`src/tmr_pkg.sv`:
```
/*
 * Constants for the 16-bit timer: register offsets, alias operations,
 * control field positions, reset values, prescale limits and bus answers.
 * Assumes a byte-addressed AXI4-Lite slave with 12 address bits and one
 * 32-bit word per register.
 */
// Summary of operation
// - one 16-bit counter; internal, internal gated, external sync and async modes
// - control bit 15 enables the timer; clear stops counting
// - control bit 13 set stops the timer in Idle; clear keeps it running
// - control bit 12 set ignores count writes while an async write is pending
// - control bit 11 reads one while an async count write is in transfer
// - in synchronous mode the write-pending bit always reads zero
// - control bit 7 enables gated accumulation on internal clock; ignored on external
// - prescale bits 5-4 divide by 1, 8, 64 or 256
// - control bit 2 selects synchronised or async external counting; ignored internally
// - control bit 1 selects external pin clock or internal peripheral clock
// - clear, set and invert aliases sit 0x4, 0x8, 0xC above the control, count and period registers
// - unimplemented control bits, including bits 31-16, ignore writes and read zero
// - the timer can keep counting during Idle and Sleep
// - async mode counts a low-power oscillator for real-time-clock use
package tmr_pkg;
    // register map, byte addresses
    localparam logic [11:0] CTL_OFS = 12'h600;
    localparam logic [11:0] CNT_OFS = 12'h610;
    localparam logic [11:0] PER_OFS = 12'h620;
    localparam logic [11:0] STS_OFS = 12'h630;
    localparam logic [11:0] ICLR_OFS = 12'h634;
    localparam logic [11:0] IEN_OFS = 12'h638;

    // alias operation in address bits 3:2
    localparam logic [1:0] OP_WRITE = 2'h0;
    localparam logic [1:0] OP_CLR = 2'h1;
    localparam logic [1:0] OP_SET = 2'h2;
    localparam logic [1:0] OP_INV = 2'h3;

    // control field positions
    localparam int CTL_ON = 15;
    localparam int CTL_IDLE_STOP = 13;
    localparam int CTL_BLK = 12;
    localparam int CTL_WIP = 11;
    localparam int CTL_GATE = 7;
    localparam int CTL_PS_HI = 5;
    localparam int CTL_PS_LO = 4;
    localparam int CTL_SYNC = 2;
    localparam int CTL_CS = 1;
    localparam logic [31:0] CTL_WMASK = 32'h0000B0B6;

    // reset values
    localparam logic [31:0] CTL_RST = 32'h00000000;
    localparam logic [15:0] CNT_RST = 16'h0000;
    localparam logic [15:0] PER_RST = 16'hFFFF;
    localparam logic [1:0] IRQ_RST = 2'h0;

    // prescaler terminal counts for 1:1, 1:8, 1:64, 1:256
    localparam logic [7:0] PS_MAX_1 = 8'h00;
    localparam logic [7:0] PS_MAX_8 = 8'h07;
    localparam logic [7:0] PS_MAX_64 = 8'h3F;
    localparam logic [7:0] PS_MAX_256 = 8'hFF;

    // cycles an asynchronous count write stays in transfer
    localparam logic [1:0] ASYNC_WR_CYCLES = 2'h3;

    // interrupt status bits
    localparam int STS_WRAP = 0;
    localparam int STS_GFALL = 1;

    localparam logic [1:0] RESP_OKAY = 2'h0;
    localparam logic [1:0] RESP_SLVERR = 2'h2;
endpackage

```
`src/tmr_timer16_top.sv`:
```
/*
 * 16-bit timer with control, count and period registers, alias writes,
 * interrupt status/clear/enable and an AXI4-Lite register slave.
 * Assumes one clock CLK_SYS, synchronous active-high RST, pin inputs
 * EXT_COUNT and GATE from outside the clock domain, and IDLE/SLEEP
 * levels from the power manager on the same clock.
 */
`timescale 1ns/10ps
module tmr_timer16_top (
    input wire logic CLK_SYS,               // peripheral clock, 40 MHz
    input wire logic RST,                   // synchronous reset, active high
    input wire logic EXT_COUNT,             // external count pin, asynchronous
    input wire logic GATE,                  // gate pin, asynchronous
    input wire logic IDLE,                  // device in Idle mode
    input wire logic SLEEP,                 // device in Sleep mode
    input wire logic [11:0] S_AXI_AWADDR,   // write address
    input wire logic S_AXI_AWVALID,         // write address valid
    output logic S_AXI_AWREADY,             // write address ready
    input wire logic [31:0] S_AXI_WDATA,    // write data
    input wire logic [3:0] S_AXI_WSTRB,     // write byte strobes
    input wire logic S_AXI_WVALID,          // write data valid
    output logic S_AXI_WREADY,              // write data ready
    output logic [1:0] S_AXI_BRESP,         // write response
    output logic S_AXI_BVALID,              // write response valid
    input wire logic S_AXI_BREADY,          // write response ready
    input wire logic [11:0] S_AXI_ARADDR,   // read address
    input wire logic S_AXI_ARVALID,         // read address valid
    output logic S_AXI_ARREADY,             // read address ready
    output logic [31:0] S_AXI_RDATA,        // read data
    output logic [1:0] S_AXI_RRESP,         // read response
    output logic S_AXI_RVALID,              // read data valid
    input wire logic S_AXI_RREADY,          // read data ready
    output logic IRQ                        // interrupt, level
);

    logic awready_q, aw_have_q, wready_q, w_have_q, bvalid_q, arready_q, rvalid_q;
    logic [11:0] aw_addr_q;
    logic [31:0] w_data_q, rdata_q;
    logic [3:0] w_strb_q;
    logic [1:0] bresp_q, rresp_q;
    logic rd_ctl_q;
    logic [31:0] ctl_q;
    logic [15:0] cnt_q, per_q, pend_val_q;
    logic [1:0] pend_cnt_q, sts_q, ien_q;
    logic irq_q;
    logic [7:0] pre_q;
    logic ext_m_q, ext_s_q, ext_d_q, gate_m_q, gate_s_q, gate_d_q;

    // bit-wise alias operation under a byte mask
    function automatic logic [31:0] alias_op(input logic [31:0] old, input logic [31:0] din,
                                             input logic [31:0] mask, input logic [1:0] op);
        logic [31:0] bits;
        bits = din & mask;
        case (op)
            tmr_pkg::OP_CLR: alias_op = old & ~bits;
            tmr_pkg::OP_SET: alias_op = old | bits;
            tmr_pkg::OP_INV: alias_op = old ^ bits;
            default: alias_op = (old & ~mask) | bits;
        endcase
    endfunction

    // control fields
    logic on, idle_stop, blk, gate_en, sync_sel, cs, async_mode, gated, run;
    logic [1:0] ps;
    assign on = ctl_q[tmr_pkg::CTL_ON];
    assign idle_stop = ctl_q[tmr_pkg::CTL_IDLE_STOP];
    assign blk = ctl_q[tmr_pkg::CTL_BLK];
    assign gate_en = ctl_q[tmr_pkg::CTL_GATE];
    assign ps = ctl_q[tmr_pkg::CTL_PS_HI:tmr_pkg::CTL_PS_LO];
    assign sync_sel = ctl_q[tmr_pkg::CTL_SYNC];
    assign cs = ctl_q[tmr_pkg::CTL_CS];
    assign async_mode = cs & ~sync_sel;
    assign gated = ~cs & gate_en;
    // sleep halts the peripheral clock path; async counting runs on
    assign run = on & ~(idle_stop & IDLE) & ~(SLEEP & ~async_mode);

    // write channel decode
    logic wr_fire, wr_ctl, wr_cnt, wr_per, wr_iclr, wr_ien, wr_mapped;
    logic [11:0] wr_base;
    logic [1:0] wr_op;
    logic [31:0] wr_mask, ctl_new, cnt_new32, per_new32;
    assign wr_fire = aw_have_q & w_have_q & ~bvalid_q;
    assign wr_base = {aw_addr_q[11:4], 4'h0};
    assign wr_op = aw_addr_q[3:2];
    assign wr_mask = {{8{w_strb_q[3]}}, {8{w_strb_q[2]}}, {8{w_strb_q[1]}}, {8{w_strb_q[0]}}};

    // base offset plus 0x4/0x8/0xC selects plain, clear, set or invert
    always_comb begin
        wr_ctl = 1'b0;
        wr_cnt = 1'b0;
        wr_per = 1'b0;
        wr_iclr = 1'b0;
        wr_ien = 1'b0;
        wr_mapped = 1'b1;
        if (wr_base == tmr_pkg::CTL_OFS) begin
            wr_ctl = wr_fire;
        end else if (wr_base == tmr_pkg::CNT_OFS) begin
            wr_cnt = wr_fire;
        end else if (wr_base == tmr_pkg::PER_OFS) begin
            wr_per = wr_fire;
        end else if (aw_addr_q[11:2] == tmr_pkg::STS_OFS[11:2]) begin
            wr_mapped = 1'b1;                                          // read-only, write dropped
        end else if (aw_addr_q[11:2] == tmr_pkg::ICLR_OFS[11:2]) begin
            wr_iclr = wr_fire;
        end else if (aw_addr_q[11:2] == tmr_pkg::IEN_OFS[11:2]) begin
            wr_ien = wr_fire;
        end else begin
            wr_mapped = 1'b0;
        end
    end

    assign ctl_new = alias_op(ctl_q, w_data_q, wr_mask, wr_op) & tmr_pkg::CTL_WMASK;
    assign cnt_new32 = alias_op({16'h0000, cnt_q}, w_data_q, wr_mask, wr_op);
    assign per_new32 = alias_op({16'h0000, per_q}, w_data_q, wr_mask, wr_op);

    // write address channel
    always_ff @(posedge CLK_SYS) begin
        if (RST) begin
            awready_q <= 1'b1;
            aw_have_q <= 1'b0;
            aw_addr_q <= 12'h000;
        end else if (S_AXI_AWVALID && awready_q) begin
            awready_q <= 1'b0;
            aw_have_q <= 1'b1;
            aw_addr_q <= S_AXI_AWADDR;
        end else if (wr_fire) begin
            awready_q <= 1'b1;
            aw_have_q <= 1'b0;
        end
    end

    // write data channel, taken independently of the address
    always_ff @(posedge CLK_SYS) begin
        if (RST) begin
            wready_q <= 1'b1;
            w_have_q <= 1'b0;
            w_data_q <= 32'h00000000;
            w_strb_q <= 4'h0;
        end else if (S_AXI_WVALID && wready_q) begin
            wready_q <= 1'b0;
            w_have_q <= 1'b1;
            w_data_q <= S_AXI_WDATA;
            w_strb_q <= S_AXI_WSTRB;
        end else if (wr_fire) begin
            wready_q <= 1'b1;
            w_have_q <= 1'b0;
        end
    end

    // write response
    always_ff @(posedge CLK_SYS) begin
        if (RST) begin
            bvalid_q <= 1'b0;
            bresp_q <= tmr_pkg::RESP_OKAY;
        end else if (wr_fire) begin
            bvalid_q <= 1'b1;
            bresp_q <= wr_mapped ? tmr_pkg::RESP_OKAY : tmr_pkg::RESP_SLVERR;
        end else if (bvalid_q && S_AXI_BREADY) begin
            bvalid_q <= 1'b0;
        end
    end

    // read decode; alias addresses read as zero
    logic [31:0] rd_data;
    logic [1:0] rd_resp;
    logic rd_is_ctl, wip_vis;
    assign wip_vis = async_mode & (pend_cnt_q != 2'h0);
    always_comb begin
        rd_data = 32'h00000000;
        rd_resp = tmr_pkg::RESP_OKAY;
        rd_is_ctl = 1'b0;
        if (S_AXI_ARADDR[11:2] == tmr_pkg::CTL_OFS[11:2]) begin
            rd_data = ctl_q & tmr_pkg::CTL_WMASK;
            rd_data[tmr_pkg::CTL_WIP] = wip_vis;
            rd_is_ctl = 1'b1;
        end else if (S_AXI_ARADDR[11:2] == tmr_pkg::CNT_OFS[11:2]) begin
            rd_data = {16'h0000, cnt_q};
        end else if (S_AXI_ARADDR[11:2] == tmr_pkg::PER_OFS[11:2]) begin
            rd_data = {16'h0000, per_q};
        end else if (S_AXI_ARADDR[11:2] == tmr_pkg::STS_OFS[11:2]) begin
            rd_data = {30'h0, sts_q};
        end else if (S_AXI_ARADDR[11:2] == tmr_pkg::IEN_OFS[11:2]) begin
            rd_data = {30'h0, ien_q};
        end else if (S_AXI_ARADDR[11:2] == tmr_pkg::ICLR_OFS[11:2]) begin
            rd_data = 32'h00000000;                                    // write-only
        end else if (S_AXI_ARADDR[11:4] == tmr_pkg::CTL_OFS[11:4] ||
                     S_AXI_ARADDR[11:4] == tmr_pkg::CNT_OFS[11:4] ||
                     S_AXI_ARADDR[11:4] == tmr_pkg::PER_OFS[11:4]) begin
            rd_data = 32'h00000000;
        end else begin
            rd_resp = tmr_pkg::RESP_SLVERR;
        end
    end

    // read channel, one read outstanding
    always_ff @(posedge CLK_SYS) begin
        if (RST) begin
            arready_q <= 1'b1;
            rvalid_q <= 1'b0;
            rdata_q <= 32'h00000000;
            rresp_q <= tmr_pkg::RESP_OKAY;
            rd_ctl_q <= 1'b0;
        end else if (S_AXI_ARVALID && arready_q) begin
            arready_q <= 1'b0;
            rvalid_q <= 1'b1;
            rdata_q <= rd_data;
            rresp_q <= rd_resp;
            rd_ctl_q <= rd_is_ctl;
        end else if (rvalid_q && S_AXI_RREADY) begin
            arready_q <= 1'b1;
            rvalid_q <= 1'b0;
        end
    end

    // control register; software keeps off the bus right after clearing enable
    always_ff @(posedge CLK_SYS) begin
        if (RST) begin
            ctl_q <= tmr_pkg::CTL_RST;
        end else if (wr_ctl) begin
            ctl_q <= ctl_new;
        end
    end

    // two-flop synchronisers for pin inputs, plus an edge-detect stage
    always_ff @(posedge CLK_SYS) begin
        if (RST) begin
            ext_m_q <= 1'b0;
            ext_s_q <= 1'b0;
            ext_d_q <= 1'b0;
            gate_m_q <= 1'b0;
            gate_s_q <= 1'b0;
            gate_d_q <= 1'b0;
        end else begin
            ext_m_q <= EXT_COUNT;
            ext_s_q <= ext_m_q;
            ext_d_q <= ext_s_q;
            gate_m_q <= GATE;
            gate_s_q <= gate_m_q;
            gate_d_q <= gate_s_q;
        end
    end

    // count source; with one clock the async path also samples the pin,
    // so external pulses must be wider than one clock period
    logic src_pulse, tick;
    logic [7:0] ps_max;
    always_comb begin
        if (cs) begin
            src_pulse = ext_s_q & ~ext_d_q;
        end else if (gated) begin
            src_pulse = gate_s_q;
        end else begin
            src_pulse = 1'b1;
        end
        case (ps)
            2'h1: ps_max = tmr_pkg::PS_MAX_8;
            2'h2: ps_max = tmr_pkg::PS_MAX_64;
            2'h3: ps_max = tmr_pkg::PS_MAX_256;
            default: ps_max = tmr_pkg::PS_MAX_1;
        endcase
    end
    // >= keeps a prescale change mid-count from running through 255
    assign tick = run & src_pulse & (pre_q >= ps_max);

    // prescaler, cleared while the timer is off, held while stopped
    always_ff @(posedge CLK_SYS) begin
        if (RST || !on) begin
            pre_q <= 8'h00;
        end else if (run && src_pulse) begin
            pre_q <= (pre_q >= ps_max) ? 8'h00 : pre_q + 8'h01;
        end
    end

    // asynchronous count write transfer
    logic land, pend, cnt_load, cnt_accept;
    assign pend = pend_cnt_q != 2'h0;
    assign land = pend_cnt_q == 2'h1;
    assign cnt_accept = wr_cnt & async_mode & ~(blk & pend);
    always_ff @(posedge CLK_SYS) begin
        if (RST) begin
            pend_cnt_q <= 2'h0;
            pend_val_q <= tmr_pkg::CNT_RST;
        end else if (cnt_accept) begin
            pend_cnt_q <= tmr_pkg::ASYNC_WR_CYCLES;
            pend_val_q <= cnt_new32[15:0];
        end else if (pend) begin
            pend_cnt_q <= pend_cnt_q - 2'h1;
        end
    end

    // counter; a landing write outranks a tick
    assign cnt_load = (wr_cnt & ~async_mode) | land;
    always_ff @(posedge CLK_SYS) begin
        if (RST) begin
            cnt_q <= tmr_pkg::CNT_RST;
        end else if (wr_cnt && !async_mode) begin
            cnt_q <= cnt_new32[15:0];
        end else if (land) begin
            cnt_q <= pend_val_q;
        end else if (tick) begin
            cnt_q <= (cnt_q == per_q) ? 16'h0000 : cnt_q + 16'h0001;
        end
    end

    // period register
    always_ff @(posedge CLK_SYS) begin
        if (RST) begin
            per_q <= tmr_pkg::PER_RST;
        end else if (wr_per) begin
            per_q <= per_new32[15:0];
        end
    end

    // interrupt events; a set in the clearing cycle wins
    logic [1:0] sts_set, sts_clr;
    assign sts_set[tmr_pkg::STS_WRAP] = tick & (cnt_q == per_q) & ~cnt_load;
    assign sts_set[tmr_pkg::STS_GFALL] = on & gated & gate_d_q & ~gate_s_q;
    assign sts_clr = wr_iclr ? (w_data_q[1:0] & wr_mask[1:0]) : 2'h0;
    always_ff @(posedge CLK_SYS) begin
        if (RST) begin
            sts_q <= tmr_pkg::IRQ_RST;
            ien_q <= tmr_pkg::IRQ_RST;
        end else begin
            sts_q <= (sts_q & ~sts_clr) | sts_set;
            if (wr_ien) begin
                ien_q <= (ien_q & ~wr_mask[1:0]) | (w_data_q[1:0] & wr_mask[1:0]);
            end
        end
    end

    // interrupt output
    always_ff @(posedge CLK_SYS) begin
        if (RST) begin
            irq_q <= 1'b0;
        end else begin
            irq_q <= |(sts_q & ien_q);
        end
    end

    assign S_AXI_AWREADY = awready_q;
    assign S_AXI_WREADY = wready_q;
    assign S_AXI_BVALID = bvalid_q;
    assign S_AXI_BRESP = bresp_q;
    assign S_AXI_ARREADY = arready_q;
    assign S_AXI_RVALID = rvalid_q;
    assign S_AXI_RDATA = rdata_q;
    assign S_AXI_RRESP = rresp_q;
    assign IRQ = irq_q;
endmodule

```
`config.mk`:
```
export PLATFORM = sky130hd
export DESIGN_NAME = tmr_timer16_top
export DESIGN_NICKNAME = d
export VERILOG_FILES = /design/src/tmr_pkg.sv /design/src/tmr_timer16_top.sv
export SDC_FILE = /design/constraint.sdc
export NUM_CORES = 1
export LEC_CHECK = 0
export ABC_AREA = 1
export CORE_AREA = 3 3 121 123
export DETAILED_ROUTE_END_ITERATION = 7
export DIE_AREA = 0 0 124 126
export DONT_BUFFER_PORTS = 1
export PLACE_DENSITY = 0.81
export SLEW_MARGIN = 10
export SYNTH_ARGS = -nofsm -noshare
export SYNTH_HDL_FRONTEND = slang
export SYNTH_SLANG_ARGS = --single-unit
```
`constraint.sdc`:
```
create_clock -name CLK_SYS -period 3.4 [get_ports CLK_SYS]
set_clock_uncertainty 0.1 [all_clocks]
set_input_delay 0.51 -clock CLK_SYS [delete_from_list [all_inputs] [get_ports CLK_SYS]]
set_output_delay 0.51 -clock CLK_SYS [all_outputs]
set_load 0.05 [all_outputs]
```
==> impl_metrics.xml, run 1 <==
<?xml version="1.0" encoding="UTF-8"?>
<metrics>
  <group name="die">
    <metric name="floorplan.die_area" unit="mm²">0.0156</metric>
    <metric name="initial_core_util" unit="%">59.5</metric>
    <metric name="die_extent_in_y" unit="µm">126</metric>
    <metric name="core.rowCount" unit="">43</metric>
    <metric name="fp.coreArea" unit="mm²">0.0138</metric>
    <metric name="floorplan.io_pins" unit="">113</metric>
    <metric name="die_x" unit="µm">124</metric>
  </group>
  <group name="final_layout">
    <metric name="total_number_of_nets_in_the_final_design" unit="">1355</metric>
    <metric name="n_antenna_cell" unit="">0</metric>
    <metric name="multi_input_logic_area" unit="mm²">0.00484</metric>
    <metric name="utilization" unit="%">64.0</metric>
    <metric name="area.sequential" unit="mm²">0.00260</metric>
    <metric name="fillCellCount" unit="">1270</metric>
    <metric name="layout_cell_share_with_drive_strength_beyond_1" unit="%">8.47</metric>
    <metric name="area_growth_synth_to_finish" unit="%">7.51</metric>
  </group>
  <group name="synthesis">
    <metric name="synth_top_area_cell" unit="">sky130_fd_sc_hd__dfxtp_1</metric>
    <metric name="netlist_area" unit="mm²">0.00820</metric>
    <metric name="postSynthAreaPerCell" unit="µm²">6.57</metric>
    <metric name="yosysWarningCount" unit="">0</metric>
    <metric name="synth_seq_cells" unit="">130</metric>
    <metric name="ys_seq_area_share" unit="%">31.7</metric>
    <metric name="yosysTopAreaCellShare" unit="%">31.7</metric>
    <metric name="ys_types" unit="">40</metric>
    <metric name="synth.top_cells.by_area" unit="">sky130_fd_sc_hd__dfxtp_1 32%, sky130_fd_sc_hd__nand2_1 17%, sky130_fd_sc_hd__ha_1 8.8%</metric>
    <metric name="synthCells" unit="">1248</metric>
  </group>
  <group name="hold_path">
    <metric name="min-delay-start" unit="">RST</metric>
    <metric name="kind_of_path_behind_the_tightest_hold_check" unit="">in -&gt; reg</metric>
  </group>
  <group name="detailed_routing">
    <metric name="detailroute.via_count" unit="">8199</metric>
    <metric name="first_pass_iters" unit="">6</metric>
    <metric name="vias_per_cell" unit="">5.78</metric>
    <metric name="maxUsedRoutingLayer" unit="">met4</metric>
    <metric name="initialDrtViolationCount" unit="">899</metric>
    <metric name="final_routed_drc_violation_total" unit="">0</metric>
    <metric name="met1_length" unit="µm">9990</metric>
    <metric name="antenna_left" unit="">0</metric>
    <metric name="drt_wl_cell" unit="µm">16.6</metric>
    <metric name="routed-wl-met3" unit="µm">2410</metric>
    <metric name="finalWirelength" unit="µm">23600</metric>
    <metric name="met2RoutedLength" unit="µm">10500</metric>
  </group>
  <group name="placed_design">
    <metric name="hpwlAfterDp" unit="µm">16000</metric>
    <metric name="gpl.final_weighted_congestion" unit="">0.915</metric>
    <metric name="port_buffers" unit="">0</metric>
  </group>
  <group name="critical_path">
    <metric name="crit_reg_reg_startpoint" unit="">w_strb_q[0]$_SDFFE_PP0P_</metric>
    <metric name="r2r_slack" unit="ps">1090</metric>
    <metric name="critical_path_class" unit="">reg -&gt; reg</metric>
    <metric name="timing.critical_path.from_type" unit="">flip-flop</metric>
    <metric name="setup.worst_path.end" unit="">cnt_q[0]$_SDFFE_PP0P_</metric>
    <metric name="startpoint" unit="">w_strb_q[0]$_SDFFE_PP0P_</metric>
    <metric name="critical_path.max_fanout" unit="">16</metric>
    <metric name="crit_required" unit="ps">3600</metric>
    <metric name="reg2regPathDepth" unit="">7</metric>
    <metric name="critical_path.endpoint_type" unit="">flip-flop</metric>
    <metric name="worstPathArrival" unit="ps">2510</metric>
    <metric name="critical_path.reg2reg.endpoint" unit="">cnt_q[0]$_SDFFE_PP0P_</metric>
  </group>
  <group name="cts">
    <metric name="tritoncts_clock_tree" unit="">yes</metric>
    <metric name="cts_max_level" unit="">4</metric>
    <metric name="cts-buffers-inserted" unit="">17</metric>
    <metric name="clock_latency" unit="ps">430</metric>
    <metric name="post-cts-setup-buffer-count" unit="">0</metric>
    <metric name="clkSinkCount" unit="">130</metric>
    <metric name="ctsResizeCount" unit="">0</metric>
    <metric name="root_buf_cell" unit="">sky130_fd_sc_hd__clkbuf_16</metric>
    <metric name="cts-hold-fix-buffers" unit="">0</metric>
    <metric name="cts.clk_slew.worst_paths" unit="ps">60</metric>
    <metric name="clock_tree.buffer_depth" unit="">2</metric>
  </group>
  <group name="timing">
    <metric name="worst_pin_slew" unit="ps">912</metric>
    <metric name="rsz0062_at_grt" unit="">no</metric>
    <metric name="final-setup-viol-count" unit="">0</metric>
    <metric name="max-slew-margin-rel" unit="%">39.1</metric>
    <metric name="fin_crit_sh" unit="%">67.9</metric>
    <metric name="hold_viol_final" unit="">0</metric>
    <metric name="finalSetupTns" unit="ps">0</metric>
    <metric name="report.final.slew_viol_count" unit="">0</metric>
    <metric name="max_freq" unit="MHz">433</metric>
    <metric name="final_period_minus_worst_setup_slack" unit="ps">2310</metric>
  </group>
  <group name="global_route">
    <metric name="grt_start_max_net_pins" unit="">59</metric>
    <metric name="initial_antenna_violation_count" unit="">0</metric>
    <metric name="grt_first_pass_wirelength" unit="µm">36700</metric>
    <metric name="grt.overflow.total" unit="">0</metric>
    <metric name="first_global_vias" unit="">7401</metric>
    <metric name="track_usage" unit="%">29.9</metric>
  </group>
  <group name="pwr">
    <metric name="max_vdd_drop" unit="mV">0.429</metric>
    <metric name="leakagePower" unit="nW">3.86</metric>
    <metric name="power_per_cell_area" unit="mW/mm²">559</metric>
  </group>
  <group name="run">
    <metric name="timing.max_cap.violations" unit="">0</metric>
  </group>
  <group name="run_status">
    <metric name="outcome" unit="">finished clean</metric>
  </group>
</metrics>
[worst max-delay path: stages (launching register included)]
cell,delay (ps)
sky130_fd_sc_hd__dfxtp_1,590
sky130_fd_sc_hd__inv_1,180
sky130_fd_sc_hd__nor2_2,630
sky130_fd_sc_hd__o21ai_0,160
sky130_fd_sc_hd__a21oi_1,260
sky130_fd_sc_hd__nand2_1,100
sky130_fd_sc_hd__nand2_1,100
sky130_fd_sc_hd__a21oi_2,50
[registers in the layout, summed over array words and instances (netlist names), 2 cells and up, named ones only]
name,flops
w_strb_q,2
cnt_q,16
sts_q,2
aw_addr_q,10
S_AXI_RDATA,16
pre_q,8
w_data_q,16
per_q,16
pend_val_q,16
pend_cnt_q,2
[metal layers]
metal  vias up  track usage [%]
met4         0             12.3
li1       4018                -
met1      3739             40.5
met2       393             45.3
met5         -                0
met3        49             7.41
[report_power, final]
part / switching (mW) / internal, mW / leakage [nW] / total (mW)
Combinational: 0.779 / 0.371 / 2.51 / 1.15
Sequential: 0.211 / 1.64 / 1.06 / 1.85
Clock: 0.748 / 1.18 / 0.294 / 1.93
[metrics by stage]
stage / std cells / hold WS [ps] / setup WS, ps / power [mW] / cell area [µm²]
after CTS: 1419 / 37.5 / 1200 / 4.90 / 8820
final: 1419 / 42.2 / 1090 / 4.93 / 8820
after global placement: 1387 / 289 / 1240 / 2.94 / 8200
after detailed placement: 1387 / 298 / 1200 / 2.97 / 8200
after floorplan: 1265 / 288 / 1590 / 2.73 / 8260
after global routing: 1419 / 37.0 / 989 / 5.15 / 8820
[kinds of logic (layout without fill, tap and decap cells)]
group / after synthesis / count (layout) / share of synthesized area [%]
adders and majority gates: 58 / 58 / 8.85
buffers and inverters: 190 / 164 / 10.0
and+or+nand+nor: 560 / 560 / 27.9
DFF: 130 / 130 / 31.7
xor gates and xnor gates: 14 / 14 / 1.50
other: 1 / 18 / 0.0457
AOI/OAI and AO/OA: 295 / 295 / 19.9
[area by class of cell]
cell class	instances	area share [%]
clock buffers	18	4.98
inverters	122	5.19
flip-flops and latches	130	29.5
clock inverters	14	1.99
well taps	180	2.55
multi-input cells	945	54.9
repair buffers	10	0.852
[synthesized netlist by cell type]
master and instances:
sky130_fd_sc_hd__nand2_1 365, sky130_fd_sc_hd__dfxtp_1 130, sky130_fd_sc_hd__a21oi_1 106, sky130_fd_sc_hd__o21ai_0 106
sky130_fd_sc_hd__nor2_1 102, sky130_fd_sc_hd__inv_1 89, sky130_fd_sc_hd__ha_1 58, sky130_fd_sc_hd__nand3_1 54
sky130_fd_sc_hd__clkbuf_1 32, sky130_fd_sc_hd__inv_2 32, sky130_fd_sc_hd__o211ai_1 31, sky130_fd_sc_hd__o21ai_1 22
sky130_fd_sc_hd__buf_4 19, sky130_fd_sc_hd__xor2_1 14, sky130_fd_sc_hd__buf_2 13, sky130_fd_sc_hd__nand4_1 11
sky130_fd_sc_hd__a21oi_2 10, sky130_fd_sc_hd__o22ai_1 9, sky130_fd_sc_hd__nor3_1 8, sky130_fd_sc_hd__nand2_2 7
sky130_fd_sc_hd__nor2_2 5, sky130_fd_sc_hd__a22oi_1 3, sky130_fd_sc_hd__buf_6 3, sky130_fd_sc_hd__nor2_4 2
sky130_fd_sc_hd__o21bai_1 2, sky130_fd_sc_hd__a211oi_1 1, sky130_fd_sc_hd__a221oi_1 1, sky130_fd_sc_hd__buf_1 1
sky130_fd_sc_hd__clkinv_1 1, sky130_fd_sc_hd__conb_1 1, sky130_fd_sc_hd__nand2_4 1, sky130_fd_sc_hd__nand3_2 1
sky130_fd_sc_hd__nor3_2 1, sky130_fd_sc_hd__nor3b_1 1, sky130_fd_sc_hd__nor4_1 1, sky130_fd_sc_hd__nor4_2 1
sky130_fd_sc_hd__o2111ai_1 1, sky130_fd_sc_hd__o211a_2 1, sky130_fd_sc_hd__o21a_1 1, sky130_fd_sc_hd__o31ai_1 1
[layout by cell type, fill, tap and decap left out, types with 5 or more instances in the layout]
cell type,Yosys,layout
sky130_fd_sc_hd__nor2_2,5,6
sky130_fd_sc_hd__nand2_1,365,365
sky130_fd_sc_hd__conb_1,1,18
sky130_fd_sc_hd__nor3_1,8,8
sky130_fd_sc_hd__o211ai_1,31,31
sky130_fd_sc_hd__clkbuf_16,0,17
sky130_fd_sc_hd__inv_6,0,5
sky130_fd_sc_hd__inv_1,89,88
sky130_fd_sc_hd__a21oi_1,106,106
sky130_fd_sc_hd__dfxtp_1,130,130
sky130_fd_sc_hd__xor2_1,14,14
sky130_fd_sc_hd__o22ai_1,9,9
sky130_fd_sc_hd__inv_2,32,33
sky130_fd_sc_hd__nor2_1,102,101
sky130_fd_sc_hd__o21ai_0,106,106
sky130_fd_sc_hd__nand2_2,7,7
sky130_fd_sc_hd__ha_1,58,58
sky130_fd_sc_hd__nand4_1,11,11
sky130_fd_sc_hd__o21ai_1,22,22
sky130_fd_sc_hd__a21oi_2,10,10
sky130_fd_sc_hd__buf_4,19,10
sky130_fd_sc_hd__nand3_1,54,54
[worst min path at each step]
stage | endpoint | depth (start not counted) | slack (ps)
2_1_floorplan | ext_s_q$_SDFF_PP0_ | 2 | 290
5_1_grt | flip-flop | 1 | 40
3_5_place_dp | gate_s_q$_SDFF_PP0_ | 2 | 300
6_report | S_AXI_RDATA[15]$_SDFFE_PP0P_ | 1 | 40
4_1_cts | w_have_q$_SDFFE_PP0P_ | 1 | 40
3_3_place_gp | ext_s_q$_SDFF_PP0_ | 2 | 290
(Power assumes the default switching activity.)
==> run 2, diff against run 1 <==
--- a/config.mk
+++ b/config.mk
@@ -5,12 +5,12 @@
 export SDC_FILE = /design/constraint.sdc
 export NUM_CORES = 1
 export LEC_CHECK = 0
-export ABC_AREA = 1
-export CORE_AREA = 3 3 121 123
+export ABC_AREA = 0
+export CORE_AREA = 3 3 122 124
 export DETAILED_ROUTE_END_ITERATION = 7
-export DIE_AREA = 0 0 124 126
+export DIE_AREA = 0 0 125 127
 export DONT_BUFFER_PORTS = 1
-export PLACE_DENSITY = 0.81
+export PLACE_DENSITY = 0.82
 export SLEW_MARGIN = 10
 export SYNTH_ARGS = -nofsm -noshare
 export SYNTH_HDL_FRONTEND = slang
==> constraint.sdc (replaced) <==
create_clock -name CLK_SYS -period 1.9 [get_ports CLK_SYS]
set_clock_uncertainty 0.1 [all_clocks]
set_input_delay 0.285 -clock CLK_SYS [delete_from_list [all_inputs] [get_ports CLK_SYS]]
set_output_delay 0.285 -clock CLK_SYS [all_outputs]
set_load 0.05 [all_outputs]
==> impl_metrics.xml, run 2 <==
<?xml version="1.0" encoding="UTF-8"?>
<metrics>
  <group name="timing">
    <metric name="rsz0062_at_grt" unit="">yes</metric>
    <metric name="layout_setup_ws" unit="ps">-441</metric>
    <metric name="final_period_minus_worst_setup_slack" unit="ps">2340</metric>
    <metric name="report.final.slew_viol_count" unit="">0</metric>
    <metric name="fin_crit_sh" unit="%">123</metric>
    <metric name="max-slew-margin-rel" unit="%">55.6</metric>
    <metric name="hold_ws" unit="ps">-171</metric>
    <metric name="max_freq" unit="MHz">427</metric>
    <metric name="hold_viol_final" unit="">78</metric>
    <metric name="final-setup-viol-count" unit="">69</metric>
    <metric name="worst_pin_slew" unit="ps">665</metric>
  </group>
  <group name="global_route">
    <metric name="track_usage" unit="%">35.4</metric>
    <metric name="first_global_vias" unit="">8534</metric>
    <metric name="grt_first_pass_wirelength" unit="µm">45300</metric>
    <metric name="grt.overflow.total" unit="">0</metric>
    <metric name="grt_start_max_net_pins" unit="">124</metric>
    <metric name="initial_antenna_violation_count" unit="">1</metric>
  </group>
  <group name="pwr">
    <metric name="max_vdd_drop" unit="mV">0.716</metric>
    <metric name="sw_frac_of_total" unit="%">30.9</metric>
    <metric name="combinationalPowerShare" unit="%">20.5</metric>
    <metric name="power_per_cell_area" unit="mW/mm²">773</metric>
    <metric name="pwr-share-clk" unit="%">43.7</metric>
    <metric name="power.sequential.fraction" unit="%">35.8</metric>
    <metric name="p_switching" unit="mW">2.63</metric>
    <metric name="leakagePower" unit="nW">4.31</metric>
    <metric name="internal-power" unit="mW">5.89</metric>
  </group>
  <group name="die">
    <metric name="die_x" unit="µm">125</metric>
    <metric name="floorplan.io_pins" unit="">113</metric>
    <metric name="initial_core_util" unit="%">58.0</metric>
    <metric name="fp.coreArea" unit="mm²">0.0139</metric>
    <metric name="die_extent_in_y" unit="µm">127</metric>
    <metric name="core.rowCount" unit="">43</metric>
    <metric name="floorplan.die_area" unit="mm²">0.0159</metric>
  </group>
  <group name="critical_path">
    <metric name="timing.critical_path.from_type" unit="">flip-flop</metric>
    <metric name="crit_family" unit="">compound AO/OA/AOI/OAI gates</metric>
    <metric name="worstPathCellList" unit="">or2_4 -&gt; inv_2 -&gt; ha_4 -&gt; a211oi_4 -&gt; a21oi_2 -&gt; a31oi_2 -&gt; buf_4 -&gt; o21a_4 -&gt; buf_12 -&gt; a211oi_2 -&gt; nor3_1</metric>
    <metric name="critical_path.endpoint_type" unit="">flip-flop</metric>
    <metric name="timing.critical_path.slowest_stage_cell" unit="">sky130_fd_sc_hd__dfxtp_2</metric>
    <metric name="worstPathArrival" unit="ps">2590</metric>
    <metric name="crit_path_largest_cell_delay" unit="ps">340</metric>
    <metric name="critical_path.max_fanout" unit="">8</metric>
    <metric name="critical_path_class" unit="">reg -&gt; reg</metric>
    <metric name="crit_required" unit="ps">2150</metric>
    <metric name="critPathBufInv" unit="">3</metric>
  </group>
  <group name="cts">
    <metric name="clock_latency" unit="ps">440</metric>
    <metric name="root_buf_cell" unit="">sky130_fd_sc_hd__clkbuf_16</metric>
    <metric name="cts_max_level" unit="">4</metric>
    <metric name="cts-buffers-inserted" unit="">17</metric>
    <metric name="cts.clk_slew.worst_paths" unit="ps">70</metric>
    <metric name="tritoncts_clock_tree" unit="">yes</metric>
    <metric name="clkSinkCount" unit="">130</metric>
    <metric name="clock_tree.buffer_depth" unit="">2</metric>
  </group>
  <group name="synthesis">
    <metric name="ys_types" unit="">62</metric>
    <metric name="ys_seq_area_share" unit="%">32.3</metric>
    <metric name="synthCells" unit="">1005</metric>
    <metric name="postSynthAreaPerCell" unit="µm²">8.01</metric>
    <metric name="yosysTopAreaCellShare" unit="%">32.3</metric>
    <metric name="post_synth_most_frequent_cells" unit="">170 x sky130_fd_sc_hd__nand2_1, 130 x sky130_fd_sc_hd__dfxtp_1, 99 x sky130_fd_sc_hd__a21oi_1, 61 x sky130_fd_sc_hd__nor2_1</metric>
    <metric name="netlist_area" unit="mm²">0.00805</metric>
    <metric name="synth_top_area_cell" unit="">sky130_fd_sc_hd__dfxtp_1</metric>
    <metric name="synth-edff-count" unit="">0</metric>
    <metric name="yosysWarningCount" unit="">0</metric>
    <metric name="synth.top_cells.by_area" unit="">sky130_fd_sc_hd__dfxtp_1 32%, sky130_fd_sc_hd__ha_1 9.0%, sky130_fd_sc_hd__nand2_1 7.9%</metric>
    <metric name="synth_seq_cells" unit="">130</metric>
    <metric name="yosys_most_used_dff" unit="">sky130_fd_sc_hd__dfxtp_1</metric>
    <metric name="synth-async-reset-ratio" unit="%">0</metric>
    <metric name="synthMostInstantiatedCell" unit="">sky130_fd_sc_hd__nand2_1</metric>
  </group>
  <group name="placed_design">
    <metric name="place_area" unit="mm²">0.00914</metric>
    <metric name="dpl_worst_slack" unit="ps">-376</metric>
    <metric name="gpl.final_weighted_congestion" unit="">0.957</metric>
    <metric name="hpwlAfterDp" unit="µm">16500</metric>
    <metric name="port_buffers" unit="">0</metric>
    <metric name="dpl_cells" unit="">1246</metric>
  </group>
  <group name="run">
    <metric name="timing.max_cap.violations" unit="">0</metric>
  </group>
  <group name="final_layout">
    <metric name="n_antenna_cell" unit="">0</metric>
    <metric name="total_number_of_nets_in_the_final_design" unit="">1279</metric>
    <metric name="layout_cell_share_with_drive_strength_beyond_1" unit="%">27.4</metric>
    <metric name="area_growth_synth_to_finish" unit="%">37.0</metric>
    <metric name="finish.cell_count_without_fillers" unit="">1343</metric>
    <metric name="post-route-cell-area" unit="mm²">0.0110</metric>
    <metric name="layout_common_cells" unit="">147 x sky130_fd_sc_hd__nand2_1, 134 x sky130_fd_sc_hd__buf_4, 121 x sky130_fd_sc_hd__dfxtp_1, 70 x sky130_fd_sc_hd__a21oi_1, 57 x sky130_fd_sc_hd__ha_1</metric>
    <metric name="layout.cells.most_common" unit="">sky130_fd_sc_hd__nand2_1</metric>
  </group>
  <group name="detailed_routing">
    <metric name="initialDrtViolationCount" unit="">1554</metric>
    <metric name="first_pass_iters" unit="">7</metric>
    <metric name="finalWirelength" unit="µm">32500</metric>
    <metric name="drt_wl_cell" unit="µm">24.2</metric>
    <metric name="antenna_left" unit="">0</metric>
    <metric name="detailroute.via_count" unit="">9190</metric>
    <metric name="vias_per_cell" unit="">6.84</metric>
    <metric name="final_routed_drc_violation_total" unit="">0</metric>
  </group>
  <group name="run_status">
    <metric name="outcome" unit="">finished with violations</metric>
    <metric name="violations_in_the_final_reports" unit="">hold timing, setup timing</metric>
  </group>
  <group name="hold_path">
    <metric name="kind_of_path_behind_the_tightest_hold_check" unit="">in -&gt; reg</metric>
  </group>
</metrics>
[run 2: power groups by stage]
stage / combinational [mW] / sequential, mW / clock [mW]
after global routing: 1.80 / 3.05 / 3.82
after detailed placement: 1.30 / 3.08 / 0
after CTS: 1.50 / 3.03 / 3.66
final: 1.75 / 3.04 / 3.72
after global placement: 1.26 / 3.08 / 0
after floorplan: 0.920 / 3.09 / 0
[run 2: area by class of cell]
class / instances / area [µm²]
inverter: 46 / 173
multi-input combinational: 744 / 5380
clock inverter: 13 / 209
sequential: 130 / 2620
fill: 736 / 2860
tap: 180 / 225
clock buffer: 19 / 443
timing repair buffer: 211 / 1980
[run 2: stage by stage]
stage               util [%]  hold slack, ps  setup TNS (ps)  total power [mW]
finish                  79.4            -171          -18460              8.52
floorplan                  -             313           -4440              4.01
global placement        65.8             271           -8170              4.34
global route            79.4            -183          -23290              8.67
CTS                     76.6            -174          -11640              8.18
detailed placement      65.8             273          -11240              4.38
[run 2: final timing paths]
| path | startpoint | to | slack, ps | cells past startpoint |
|---|---|---|---|---|
| setup reg to reg | flip-flop | cnt_q[1]$_SDFFE_PP0P_ | -440 | 11 |
| setup / recovery | flip-flop | cnt_q[1]$_SDFFE_PP0P_ | -440 | 11 |
| hold reg to reg | pend_val_q[6]$_SDFFE_PP0P_ | pend_val_q[6]$_SDFFE_PP0P_ | 380 | 2 |
| hold / removal | RST | sts_q[1]$_SDFF_PP0_ | -170 | 1 |
[run 2: worst register-to-register path, cell delays in order (launching register included)]
cell                       delay (ps)
sky130_fd_sc_hd__dfxtp_2          340
sky130_fd_sc_hd__or2_4            250
sky130_fd_sc_hd__inv_2             60
sky130_fd_sc_hd__ha_4             200
sky130_fd_sc_hd__a211oi_4         210
sky130_fd_sc_hd__a21oi_2           90
sky130_fd_sc_hd__a31oi_2          190
sky130_fd_sc_hd__buf_4            160
sky130_fd_sc_hd__o21a_4           220
sky130_fd_sc_hd__buf_12           170
sky130_fd_sc_hd__a211oi_2          40
sky130_fd_sc_hd__nor3_1           210
[run 2: metal layers]
layer  track usage [%]  wire length [µm]  part of all wire, %  up-vias
li1                  -                 -                    -     3811
met1              43.8             11000                   34     4205
met2              56.2             14000                   43      891
met3              11.3              4850                   15      281
met4              17.2              2650                  8.2        2
met5                 0                13                0.040        -
[run 2: kinds of logic after synthesis]
| kind of cell | count (synthesis) | synth area share, % |
|---|---|---|
| multiplexers | 47 | 6.62 |
| other | 1 | 0.0466 |
| adder cells (fa/ha/maj) | 58 | 9.02 |
| XOR/XNOR | 38 | 4.14 |
| AND/OR/NAND/NOR | 346 | 20.4 |
| AO/OA/AOI/OAI | 237 | 19.2 |
| flip-flops | 130 | 32.3 |
| buffers and inverters | 148 | 8.18 |
[run 2: repair_timing]
| action | in CTS | in global routing |
|---|---|---|
| pin swaps | 33 | 21 |
| gates resized for setup | 75 | 84 |
| cloned | 5 | 1 |
| hold buffers | 41 | 3 |
| endpoints found under the hold margin | 123 | 82 |
| endpoints found under the setup margin | 63 | 89 |
| buffers inserted | 9 | 11 |
